===== config.mk =====
export PLATFORM = sky130hd
export DESIGN_NAME = scan_tap
export DESIGN_NICKNAME = d
export VERILOG_FILES = /design/src/hdl/scan_tap.v /design/src/hdl/edge_sync.v
export VERILOG_INCLUDE_DIRS = /design/src /design/src/hdl
export SDC_FILE = /design/constraint.sdc
export NUM_CORES = 1
export LEC_CHECK = 0
export ABC_CLOCK_PERIOD_IN_PS = 6200
export BUFFER_PORTS_ARGS = -buffer_cell sky130_fd_sc_hd__buf_2
export CAP_MARGIN = 20
export CORE_MARGIN = 10
export CORE_UTILIZATION = 30
export DETAILED_ROUTE_END_ITERATION = 10
export HOLD_SLACK_MARGIN = 0.1
export MAX_ROUTING_LAYER = met4
export SLEW_MARGIN = 20
export SYNTH_ARGS = -nofsm -noshare
export SYNTH_HDL_FRONTEND = slang
export SYNTH_SLANG_ARGS = --single-unit

===== constraint.sdc =====
create_clock -name mclk_in -period 6.2 [get_ports mclk_in]
set_clock_uncertainty 0.1 [all_clocks]
set_input_delay 0.31 -clock mclk_in [delete_from_list [all_inputs] [get_ports mclk_in]]
set_output_delay 0.31 -clock mclk_in [all_outputs]
set_load 0.05 [all_outputs]

===== src/hdl/scan_port_defines.vh =====
// Constants for the test access port and boundary-scan block
`ifndef SCAN_PORT_DEFINES_VH
`define SCAN_PORT_DEFINES_VH
`define IR_LEN 10
`define ID_LEN 32
`define OP_EXTEST 10'h000
`define OP_SAMPLE 10'h055
`define OP_PART_IDENTIFICATION 10'h059
`define OP_USER_CODE_WORD 10'h079
`define OP_BYPASS 10'h3FF
`define OP_PROG_ENTER 10'h2CC
`define OP_PROG_EXIT 10'h201
`define OP_PROG_DATA 10'h2F3
`define IR_CAPTURE 10'h001
`define ID_VERSION_MSB 31
`define ID_VERSION_LSB 28
`define ID_PART_MSB 27
`define ID_PART_LSB 12
`define ID_MFR_MSB 11
`define ID_MFR_LSB 1
`define ID_FIXED_BIT 0
`define PROG_DATA_LEN 16
`endif


===== src/hdl/scan_tap.v =====
// Test access port controller with boundary, identification and bypass paths
`timescale 1ns/10ps
`default_nettype none
`include "scan_port_defines.vh"
module scan_tap #(
    parameter BSR_LEN = 96,
    parameter NPINS = 32,
    parameter [3:0] ID_VERSION = 4'h2,
    parameter [15:0] ID_PART = 16'h1234,
    parameter [10:0] ID_MFR = 11'h055,
    parameter [31:0] USER_CODE = 32'hFFFFFFFF
) (
    input wire mclk_in,
    input wire rst_n_in,
    input wire port_enable_in,
    input wire tck_in,
    input wire tms_in,
    input wire tdi_in,
    output reg tdo_out,
    output reg tdo_oe_out,
    output reg [3:0] user_pin_level_out,
    input wire user_tdo_in,
    input wire user_tdo_oe_in,
    input wire [NPINS-1:0] core_out_in,
    input wire [NPINS-1:0] core_oe_in,
    input wire [NPINS-1:0] pin_level_in,
    output reg [NPINS-1:0] pin_out,
    output reg [NPINS-1:0] pin_oe_out,
    output reg in_system_programming_out,
    output reg [`PROG_DATA_LEN-1:0] prog_word_out,
    output reg prog_word_valid_out
);
    // Note: ID parameter values are arbitrary
    // -----------------------------
    // Controller states
    // -----------------------------
    localparam [3:0] S_RESET = 4'h0, S_IDLE = 4'h1, S_SEL_DR = 4'h2, S_CAP_DR = 4'h3;
    localparam [3:0] S_SH_DR = 4'h4, S_EX1_DR = 4'h5, S_PA_DR = 4'h6, S_EX2_DR = 4'h7;
    localparam [3:0] S_UP_DR = 4'h8, S_SEL_IR = 4'h9, S_CAP_IR = 4'hA, S_SH_IR = 4'hB;
    localparam [3:0] S_EX1_IR = 4'hC, S_PA_IR = 4'hD, S_EX2_IR = 4'hE, S_UP_IR = 4'hF;
    localparam [2:0] P_BYP = 3'h0, P_ID = 3'h1, P_USR = 3'h2, P_BSR = 3'h3, P_PRG = 3'h4;
    localparam BSR_W = 3 * NPINS;

    wire [2:0] sync_level;
    wire [2:0] sync_rise;
    wire [2:0] sync_fall;
    wire tck_rise;
    wire tck_fall;
    wire tms_s;
    wire tdi_s;
    wire [NPINS-1:0] pin_level_s;
    reg [3:0] state_reg;
    reg [3:0] state_next;
    reg [`IR_LEN-1:0] ir_shift_reg;
    reg [`IR_LEN-1:0] ir_reg;
    reg [`ID_LEN-1:0] id_shift_reg;
    reg bypass_reg;
    reg [BSR_LEN-1:0] bsr_shift_reg;
    reg [BSR_LEN-1:0] bsr_update_reg;
    reg [`PROG_DATA_LEN-1:0] prog_shift_reg;
    reg [2:0] path;
    reg tdo_next;
    wire [BSR_LEN-1:0] bsr_capture;
    wire [`ID_LEN-1:0] id_word;
    wire extest_active;
    genvar g;

    // -----------------------------
    // Pin sampling
    // -----------------------------
    edge_sync #(
        .WIDTH(3)
    ) u_sync (
        .mclk_in(mclk_in),
        .rst_n_in(rst_n_in),
        .async_in({tck_in, tms_in, tdi_in}),
        .level_out(sync_level),
        .rise_out(sync_rise),
        .fall_out(sync_fall)
    );
    assign tck_rise = sync_rise[2] & port_enable_in;
    assign tck_fall = sync_fall[2] & port_enable_in;
    assign tms_s = sync_level[1];
    assign tdi_s = sync_level[0];

    // Board pin levels cross into this clock before capture
    edge_sync #(
        .WIDTH(NPINS)
    ) u_pin_sync (
        .mclk_in(mclk_in),
        .rst_n_in(rst_n_in),
        .async_in(pin_level_in),
        .level_out(pin_level_s),
        .rise_out(),
        .fall_out()
    );

    // -----------------------------
    // Decode
    // -----------------------------
    function [2:0] decode_path;
        input [`IR_LEN-1:0] op;
        begin
            case (op)
                `OP_EXTEST: decode_path = P_BSR;
                `OP_SAMPLE: decode_path = P_BSR;
                `OP_PART_IDENTIFICATION: decode_path = P_ID;
                `OP_USER_CODE_WORD: decode_path = P_USR;
                `OP_PROG_DATA: decode_path = P_PRG;
                default: decode_path = P_BYP;
            endcase
        end
    endfunction

    always @* begin
        path = decode_path(ir_reg);
    end

    // Identity word fields
    assign id_word[`ID_VERSION_MSB:`ID_VERSION_LSB] = ID_VERSION;
    assign id_word[`ID_PART_MSB:`ID_PART_LSB] = ID_PART;
    assign id_word[`ID_MFR_MSB:`ID_MFR_LSB] = ID_MFR;
    assign id_word[`ID_FIXED_BIT] = 1'b1;

    // Capture cells: per pin input, output, enable; rest read zero
    generate
        for (g = 0; g < BSR_LEN; g = g + 1) begin : g_cap
            if (g < BSR_W) begin : g_pin
                if (g % 3 == 0) begin : g_in
                    assign bsr_capture[g] = pin_level_s[g / 3];
                end else if (g % 3 == 1) begin : g_out
                    assign bsr_capture[g] = core_out_in[g / 3];
                end else begin : g_oe
                    assign bsr_capture[g] = core_oe_in[g / 3];
                end
            end else begin : g_pad
                assign bsr_capture[g] = 1'b0;
            end
        end
    endgenerate

    // -----------------------------
    // State machine
    // -----------------------------
    always @* begin
        case (state_reg)
            S_RESET: state_next = tms_s ? S_RESET : S_IDLE;
            S_IDLE: state_next = tms_s ? S_SEL_DR : S_IDLE;
            S_SEL_DR: state_next = tms_s ? S_SEL_IR : S_CAP_DR;
            S_CAP_DR: state_next = tms_s ? S_EX1_DR : S_SH_DR;
            S_SH_DR: state_next = tms_s ? S_EX1_DR : S_SH_DR;
            S_EX1_DR: state_next = tms_s ? S_UP_DR : S_PA_DR;
            S_PA_DR: state_next = tms_s ? S_EX2_DR : S_PA_DR;
            S_EX2_DR: state_next = tms_s ? S_UP_DR : S_SH_DR;
            S_UP_DR: state_next = tms_s ? S_SEL_DR : S_IDLE;
            S_SEL_IR: state_next = tms_s ? S_RESET : S_CAP_IR;
            S_CAP_IR: state_next = tms_s ? S_EX1_IR : S_SH_IR;
            S_SH_IR: state_next = tms_s ? S_EX1_IR : S_SH_IR;
            S_EX1_IR: state_next = tms_s ? S_UP_IR : S_PA_IR;
            S_PA_IR: state_next = tms_s ? S_EX2_IR : S_PA_IR;
            S_EX2_IR: state_next = tms_s ? S_UP_IR : S_SH_IR;
            S_UP_IR: state_next = tms_s ? S_SEL_DR : S_IDLE;
            default: state_next = S_RESET;
        endcase
    end

    // Serial output selection
    always @* begin
        if (state_reg == S_SH_IR) begin
            tdo_next = ir_shift_reg[0];
        end else begin
            case (path)
                P_ID: tdo_next = id_shift_reg[0];
                P_USR: tdo_next = id_shift_reg[0];
                P_BSR: tdo_next = bsr_shift_reg[0];
                P_PRG: tdo_next = prog_shift_reg[0];
                default: tdo_next = bypass_reg;
            endcase
        end
    end

    assign extest_active = (ir_reg == `OP_EXTEST);

    // -----------------------------
    // Scan registers, all stepped on rising test clock
    // -----------------------------
    always @(posedge mclk_in or negedge rst_n_in) begin
        if (!rst_n_in) begin
            state_reg <= S_RESET;
            ir_shift_reg <= {`IR_LEN{1'b0}};
            ir_reg <= `OP_PART_IDENTIFICATION;
            id_shift_reg <= {`ID_LEN{1'b0}};
            bypass_reg <= 1'b0;
            bsr_shift_reg <= {BSR_LEN{1'b0}};
            bsr_update_reg <= {BSR_LEN{1'b0}};
            prog_shift_reg <= {`PROG_DATA_LEN{1'b0}};
            in_system_programming_out <= 1'b0;
            prog_word_out <= {`PROG_DATA_LEN{1'b0}};
            prog_word_valid_out <= 1'b0;
        end else begin
            prog_word_valid_out <= 1'b0;
            if (tck_rise) begin
                state_reg <= state_next;
                case (state_reg)
                    S_RESET: begin
                        ir_reg <= `OP_PART_IDENTIFICATION;
                        in_system_programming_out <= 1'b0;
                    end
                    S_CAP_IR: ir_shift_reg <= `IR_CAPTURE;
                    S_SH_IR: ir_shift_reg <= {tdi_s, ir_shift_reg[`IR_LEN-1:1]};
                    S_UP_IR: begin
                        ir_reg <= ir_shift_reg;
                        if (ir_shift_reg == `OP_PROG_ENTER) begin
                            in_system_programming_out <= 1'b1;
                        end else if (ir_shift_reg == `OP_PROG_EXIT) begin
                            in_system_programming_out <= 1'b0;
                        end
                    end
                    S_CAP_DR: begin
                        bypass_reg <= 1'b0;
                        if (path == P_ID) begin
                            id_shift_reg <= id_word;
                        end else if (path == P_USR) begin
                            id_shift_reg <= USER_CODE;
                        end
                        if (path == P_BSR) begin
                            bsr_shift_reg <= bsr_capture;
                        end
                    end
                    S_SH_DR: begin
                        case (path)
                            P_ID: id_shift_reg <= {tdi_s, id_shift_reg[`ID_LEN-1:1]};
                            P_USR: id_shift_reg <= {tdi_s, id_shift_reg[`ID_LEN-1:1]};
                            P_BSR: bsr_shift_reg <= {tdi_s, bsr_shift_reg[BSR_LEN-1:1]};
                            P_PRG: prog_shift_reg <= {tdi_s,
                                prog_shift_reg[`PROG_DATA_LEN-1:1]};
                            default: bypass_reg <= tdi_s;
                        endcase
                    end
                    S_UP_DR: begin
                        if (path == P_BSR) begin
                            bsr_update_reg <= bsr_shift_reg;
                        end
                        if (path == P_PRG && in_system_programming_out) begin
                            prog_word_out <= prog_shift_reg;
                            prog_word_valid_out <= 1'b1;
                        end
                    end
                    default: begin
                    end
                endcase
            end
        end
    end

    // -----------------------------
    // Serial output on falling test clock while port enabled, user drive each system clock when off; pin drive updated on every system clock
    // -----------------------------
    integer i;
    always @(posedge mclk_in or negedge rst_n_in) begin
        if (!rst_n_in) begin
            tdo_out <= 1'b0;
            tdo_oe_out <= 1'b0;
            user_pin_level_out <= 4'h0;
            pin_out <= {NPINS{1'b0}};
            pin_oe_out <= {NPINS{1'b0}};
        end else begin
            user_pin_level_out <= port_enable_in ? 4'h0 :
                {sync_level[2], sync_level[1], sync_level[0], 1'b0};
            if (!port_enable_in) begin
                tdo_out <= user_tdo_in;
                tdo_oe_out <= user_tdo_oe_in;
            end else if (tck_fall) begin
                tdo_out <= tdo_next;
                tdo_oe_out <= (state_reg == S_SH_DR) || (state_reg == S_SH_IR);
            end
            for (i = 0; i < NPINS; i = i + 1) begin
                if (in_system_programming_out) begin
                    pin_out[i] <= 1'b0;
                    pin_oe_out[i] <= 1'b0;
                end else if (extest_active && 3 * i + 2 < BSR_LEN) begin
                    pin_out[i] <= bsr_update_reg[3 * i + 1];
                    pin_oe_out[i] <= bsr_update_reg[3 * i + 2];
                end else begin
                    pin_out[i] <= core_out_in[i];
                    pin_oe_out[i] <= core_oe_in[i];
                end
            end
        end
    end
endmodule // scan_tap
`default_nettype wire


===== src/hdl/edge_sync.v =====
// Three-stage input synchroniser with agreement filter
`timescale 1ns/10ps
`default_nettype none
module edge_sync #(
    parameter WIDTH = 3
) (
    input wire mclk_in,
    input wire rst_n_in,
    input wire [WIDTH-1:0] async_in,
    output reg [WIDTH-1:0] level_out,
    output reg [WIDTH-1:0] rise_out,
    output reg [WIDTH-1:0] fall_out
);
    reg [WIDTH-1:0] s1_reg;
    reg [WIDTH-1:0] s2_reg;
    reg [WIDTH-1:0] s3_reg;
    wire [WIDTH-1:0] agree;
    wire [WIDTH-1:0] level_next;
    assign agree = ~(s2_reg ^ s3_reg);
    assign level_next = (agree & s3_reg) | (~agree & level_out);
    always @(posedge mclk_in or negedge rst_n_in) begin
        if (!rst_n_in) begin
            s1_reg <= {WIDTH{1'b0}};
            s2_reg <= {WIDTH{1'b0}};
            s3_reg <= {WIDTH{1'b0}};
            level_out <= {WIDTH{1'b0}};
            rise_out <= {WIDTH{1'b0}};
            fall_out <= {WIDTH{1'b0}};
        end else begin
            s1_reg <= async_in;
            s2_reg <= s1_reg;
            s3_reg <= s2_reg;
            level_out <= level_next;
            rise_out <= level_next & ~level_out;
            fall_out <= ~level_next & level_out;
        end
    end
endmodule // edge_sync
`default_nettype wire


* Word level (Yosys, flattened, before mapping)
Cells that the tools add are included.
** Word-level totals
- Register bits :: 499
- Word-level logic and storage cells :: 264
** Cells by class
- Equal/unequal tests :: 32
- Multiplexer cells :: 166
- Bitwise operators :: 18
- Reductions and logical operators :: 22
** Operators with widths (number)
- 96-bit 2-to-1 mux :: 2
- 96-bit case mux with 2 select lines :: 1
- 1-bit 2-to-1 mux :: 142
- 32-bit 2-to-1 mux :: 3
- 32-bit AND :: 2
- 32-bit inverter :: 2
- 32-bit case mux with 2 select lines :: 1
- 4-bit case mux with 12 select lines :: 1
- 10-bit case mux with 2 select lines :: 2
- 4-bit == test (second input constant) :: 8
- 32-bit bitwise OR :: 1
- 32-bit XOR :: 1
- 10-bit == test (second input constant) :: 3
- 10-bit by 7-bit == test with 1-bit output (second input constant) :: 3
- 4-bit 2-to-1 mux :: 5
- 4-bit by 3-bit == test with 1-bit output (second input constant) :: 4
- 3-bit AND reduction :: 5
- 3-bit AND :: 4
- 3-bit inverter :: 4
- 3-bit case mux with 4 select lines :: 1
- 10-bit logical NOT :: 1
- 4-bit by 2-bit == test with 1-bit output (second input constant) :: 2
- 2-bit inequality test (second input constant) :: 4
- 4-bit AND reduction :: 2
- 21 further kinds :: 34

* Longest topological paths before layout
- Depth after elaboration :: 9
- Mapped depth :: 9
- Mapped depth without buffers :: 5

* Modules after synthesis
Synthesis repeated with hierarchy kept, for this count alone.
** Second synthesis, totals
- Cell total of the unflattened synthesis :: 1543
- Area total of the unflattened synthesis :: 19647.6 um^2
** Modules (own cells, without submodules)
- scan_tap :: instances 1, cells each 1228, area an instance 13426.6 um^2, seq. area each 8012.7 um^2
- edge_sync (u_pin_sync) :: instances 1, cells each 288, area an instance 5686.7 um^2, seq. area each 4804.6 um^2
- edge_sync (u_sync) :: instances 1, cells each 27, area an instance 534.3 um^2, seq. area each 450.4 um^2

* Worst setup path after synthesis
OpenSTA, ideal clock, no wires.
- Path type :: reg2reg
- Start :: register ir_reg[0], in the netlist decode_path.op[0]
- End :: register prog_word_out[10]
- Setup time :: 0.125 ns
- Arrival time :: 2.009 ns
- Slack :: 3.966 ns
- Stages on the path, launching flop included :: 7
- Buffers on the path :: 2
- Period minus slack after synthesis :: 2.234 ns
- Path through :: dfstp_2 > nand4b_1 > nor4_1 > and3_1 > buf_2 > buf_2 > mux2_2
** Between the ends
- Cells in the longest elaborated chain, start to end :: 6
- Elaborated cells on any way between the ends :: 10
- Classes of those cells :: eq/ne (5); mux (1); reduce/logical (4)
** RTL lines
- start, declared :: RTL line scan_tap.v:55 : reg [`IR_LEN-1:0] ir_reg;
- start signal, assigned :: RTL line scan_tap.v:191 : ir_reg <= `OP_PART_IDENTIFICATION;
- start signal, assigned :: RTL line scan_tap.v:206 : ir_reg <= `OP_PART_IDENTIFICATION;
- start signal, assigned :: RTL line scan_tap.v:212 : ir_reg <= ir_shift_reg;
- 10-bit by 7-bit == test with 1-bit output or 10-bit logical NOT (tied branches) :: RTL line scan_tap.v:104 : case (op)
- 2-bit OR reduction (no line)
- 3-bit case mux with 4 select lines * :: RTL line scan_tap.v:104
- 3-bit == test * :: RTL line scan_tap.v:244 : if (path == P_PRG && in_system_programming_out) begin
- 1-bit logical AND * :: RTL line scan_tap.v:244
- 3-bit AND reduction (no line) *
- end signal, assigned :: RTL line scan_tap.v:198 : prog_word_out <= {`PROG_DATA_LEN{1'b0}};
- end signal, assigned :: RTL line scan_tap.v:245 : prog_word_out <= prog_shift_reg;
- end, declared :: RTL line scan_tap.v:30 : output reg [`PROG_DATA_LEN-1:0] prog_word_out,
Every way passes the cells marked *; elsewhere a longest branch is shown, timed or not.
A chain may end at the register's enable or synchronous reset.

* Worst setup path after layout
- Start :: register state_reg[0]
- End :: register bsr_shift_reg[7]
** Between the ends
- Cells in the longest elaborated chain, start to end :: 3
- Elaborated cells on any way between the ends :: 7
- Classes of those cells :: eq/ne (4); mux (1); reduce/logical (2)
** RTL lines
- start, declared :: RTL line scan_tap.v:52 : reg [3:0] state_reg;
- start signal, assigned :: RTL line scan_tap.v:203 : state_reg <= state_next;
- 4-bit by 2-bit == test with 1-bit output or 4-bit by 3-bit == test with 1-bit output (tied branches) :: RTL line scan_tap.v:204 : case (state_reg)
- 2-bit inequality test (no line) or 2-bit nonzero test (tied branches)
- 4-bit AND reduction (no line)
- end signal, assigned :: RTL line scan_tap.v:194 : bsr_shift_reg <= {BSR_LEN{1'b0}};
- end signal, assigned :: RTL line scan_tap.v:227 : bsr_shift_reg <= bsr_capture;
- end signal, assigned :: RTL line scan_tap.v:234 : P_BSR: bsr_shift_reg <= {tdi_s, bsr_shift_reg[BSR_LEN-1:1]};
- end, declared :: RTL line scan_tap.v:58 : reg [BSR_LEN-1:0] bsr_shift_reg;
Several ways; a longest one is shown, not always the timed one.

==> flow_metrics.py <==
metrics = {
    "run_status": {
        "outcome": "finished, final reports clean",
    },
    "clock_network": {
        "path_clk_slew_ps": 60,
        "cts_buffers": 51,
        "clock_latency_ps": 580,
        "cts_resized": 0,
        "clock_path_buffers": 3,
        "tritoncts": "done",
        "cts_num_sinks": 462,
        "cts_root_buffer": "clkbuf_16",
        "htreeDepth": 2,
    },
    "synthesis": {
        "synthCells": 1412,
        "synth_nets": 1516,
        "synth.area.mux_share_pct": 11.63,
        "ys_async_sr_fraction_pct": 100.0,
        "ys.flop_type": "dfrtp_1",
        "synth_adder_area_share_pct": 1.995,
        "synth_edf_count": 0,
        "ys_ff_latch": 462,
        "ys_seq_area_share_pct": 65.85,
        "synth_top_area_share_pct": 65.26,
        "synth_compound_area_share_pct": 8.492,
        "synth_top_family_by_area": "multiplexers",
        "ys_top_cells_by_area": "dfrtp_1 (65%), nand2_1 (6.1%), mux2_2 (5.8%), mux2i_1 (5.5%), a21oi_1 (2.8%)",
        "yosys.area.top_type": "dfrtp_1",
        "synth_area_sq_um": 17560,
        "synth_xor_area_share_pct": 0.04987,
        "avgSynthCellArea_sq_um": 12.44,
        "synth_cell_types": 54,
        "synth-simple-area-share_pct": 8.898,
        "synth_warnings": 0,
    },
    "timing": {
        "finalSetupViolCount": 0,
        "finalMaxSlewViolations": 0,
        "worst_slack_ps": 2648,
        "rsz0062_at_grt": "false",
        "hold_viol_final": 0,
        "tightest_slew_ps": 1171,
        "relSlewSlack_pct": 21.95,
        "fin_crit_ps": 3552,
        "clock.fmax_mhz": 281.5,
        "period_share_pct": 57.29,
        "setup_tns_ps": 0,
    },
    "placed_design": {
        "post-place-ws_ps": 2575,
        "io_buffers": 190,
        "place_congestion": 0.7914,
        "dpl.hpwl_microns": 24460,
    },
    "route": {
        "first_iter_violations": 650,
        "drt-pass1-iter-count": 5,
        "wl_per_cell_microns": 16.26,
        "routed_via_density": 4.514,
        "vias": 11230,
        "drt-total-wl_microns": 40450,
        "final_antenna_net_count": 0,
        "drc": 0,
    },
    "power": {
        "combPwrFrac_pct": 9.6,
        "p_int_mw": 5.396,
        "switching_share_pct": 24.39,
        "power_density_nw_per_um2": 325.4,
        "vdd_drop_max_mv": 0.2141,
        "p_leak_nw": 9.975,
        "total_switching_power_mw": 1.740,
        "p_clk_share_pct": 44.9,
        "power_frac_seq_pct": 45.5,
    },
    "critical_path": {
        "required_ps": 6520,
        "r2r_cells": 5,
        "r2r_setup_slack_ps": 2650,
        "rr_endpoint": "bsr_shift_reg[7]$_DFFE_PN0P_",
        "cp_max_fo": 62,
        "end_kind": "register",
        "reg2reg_from": "state_reg[0]$_DFFE_PN0P_",
        "arrival_ps": 3870,
        "crit_type": "register to register",
        "setup.worst_path.start_class": "register",
    },
    "floorplan": {
        "num_rows": 88,
        "dieArea_sq_um": 68620,
        "io_pins": 192,
        "die_y_microns": 262.0,
        "core_sq_um": 57810,
        "start_util_pct": 30.38,
        "die_x_microns": 262.0,
    },
    "grt": {
        "grt_start_max_net_pins": 171,
        "antenna_found_initial": 4,
        "first_global_vias": 11830,
        "grt_pass1_wl_microns": 65680,
        "grt_use_total_pct": 12.10,
        "grt_overflow": 0,
    },
    "hold_path": {
        "min_path_type": "input pin to register",
        "min_to": "tdo_out$_DFFE_PN0P_",
        "worstHoldStart": "user_tdo_in",
        "hold_depth": 4,
    },
    "layout": {
        "mostFrequentLayoutCells": "dfrtp_1 (457), nand2_1 (287), buf_2 (189), dlygate4sd3_1 (103), a21oi_1 (99)",
        "fillers": 5502,
        "drive_gt1_share_pct": 24.46,
        "syn_to_final_growth_pct": 24.88,
        "final_common_cell": "dfrtp_1",
        "largest_register_ff_count": 96,
        "nNetsFinal": 1780,
    },
    "job": {
        "maxCapViolations": 0,
    },
}
## layout make-up
type                    count  area [sq um]  share of cell area, %
multi-input cells         857          5488                  25.02
flip-flops and latches    462         11570                  52.75
diodes                      6         15.01                0.06845
repair buffers            299          2066                  9.418
well taps                 765         957.2                  4.364
inverters                   5         18.77                0.08557
clock inverters            17         264.0                  1.204
clock buffers              77          1555                  7.091
## cell usage after synthesis (4+ instances only)
master / number
o22a_1: 4
o21ai_1: 18
inv_1: 5
dfrtp_1: 458
mux2i_1: 96
buf_6: 22
o21ai_0: 89
mux2_1: 5
maj3_1: 35
nand3_1: 16
or3_1: 5
o21ai_2: 28
mux2_2: 91
nor3b_1: 4
clkbuf_1: 51
nand2_1: 287
a22o_1: 6
a21oi_1: 99
nor2_1: 20
nor2b_1: 5
buf_2: 10
dfstp_2: 4
nand4_1: 4
o211ai_1: 5
## how the worst max path moves through the flow
stage	start	end	slack, ps	cells past startpoint
floorplan	decode_path.op[0]$_DFFE_PN1P_	prog_word_out[10]$_DFFE_PN0P_	3970	6
global placement	state_reg[0]$_DFFE_PN0P_	bsr_shift_reg[9]$_DFFE_PN0P_	2720	5
detailed placement	state_reg[0]$_DFFE_PN0P_	bsr_shift_reg[34]$_DFFE_PN0P_	2570	5
CTS	state_reg[0]$_DFFE_PN0P_	bsr_shift_reg[36]$_DFFE_PN0P_	2580	5
global route	state_reg[0]$_DFFE_PN0P_	bsr_shift_reg[30]$_DFFE_PN0P_	2310	5
finish	state_reg[0]$_DFFE_PN0P_	bsr_shift_reg[7]$_DFFE_PN0P_	2650	5
## power groups by stage
stage	Clock [mW]	Combinational, mW	Sequential, mW
2_1_floorplan	0	0.386	3.33
3_3_place_gp	0	0.632	3.29
3_5_place_dp	0	0.648	3.30
4_1_cts	3.31	0.702	3.24
5_1_grt	3.42	0.761	3.26
6_report	3.20	0.688	3.25
## kinds of logic (layout without fill, tap and decap cells)
family	Yosys count	count (layout)
AO/OA/AOI/OAI	260	260
XOR/XNOR	1	1
adder cells (fa/ha/maj)	35	35
buffers and inverters	93	398
flip-flops	462	462
multiplexers	192	192
other	1	7
AND/OR/NAND/NOR	368	368
## metal layers
layer / up-vias / routed length, microns / GRT usage [%]
met1: 5547 / 18800 / 16.06
met5: - / 0 / -
li1: 5371 / - / -
met3: 68 / 2632 / 3.156
met4: 0 / 868 / 3.639
met2: 245 / 18150 / 17.96
## worst max-delay path: stages (launching register included)
cell and delay, ps:
dfrtp_1 720, nor3_1 370, and2_4 810, buf_4 930
mux2i_1 270, o21ai_0 100
## metrics by stage
| stage | instance area, sq um | utilization, % | instances | hold slack, ps | power [mW] |
|---|---|---|---|---|---|
| after floorplan | 17560 | - | 1412 | -85.59 | 3.718 |
| after global placement | 19060 | 32.97 | 2285 | 233.3 | 3.923 |
| after detailed placement | 19060 | 32.97 | 2285 | 234.7 | 3.944 |
| after CTS | 21910 | 37.90 | 2482 | 142.5 | 7.260 |
| after global routing | 21930 | 37.94 | 2486 | 206.5 | 7.440 |
| final | 21930 | 37.94 | 2488 | 138.4 | 7.137 |
## timing repair
action                                 in CTS  in global routing
hold buffers                              103                  0
setup buffers                               0                  0
endpoints found under the hold margin     289                  0
setup endpoints to repair                   0                  0
(Power assumes the default switching activity.)
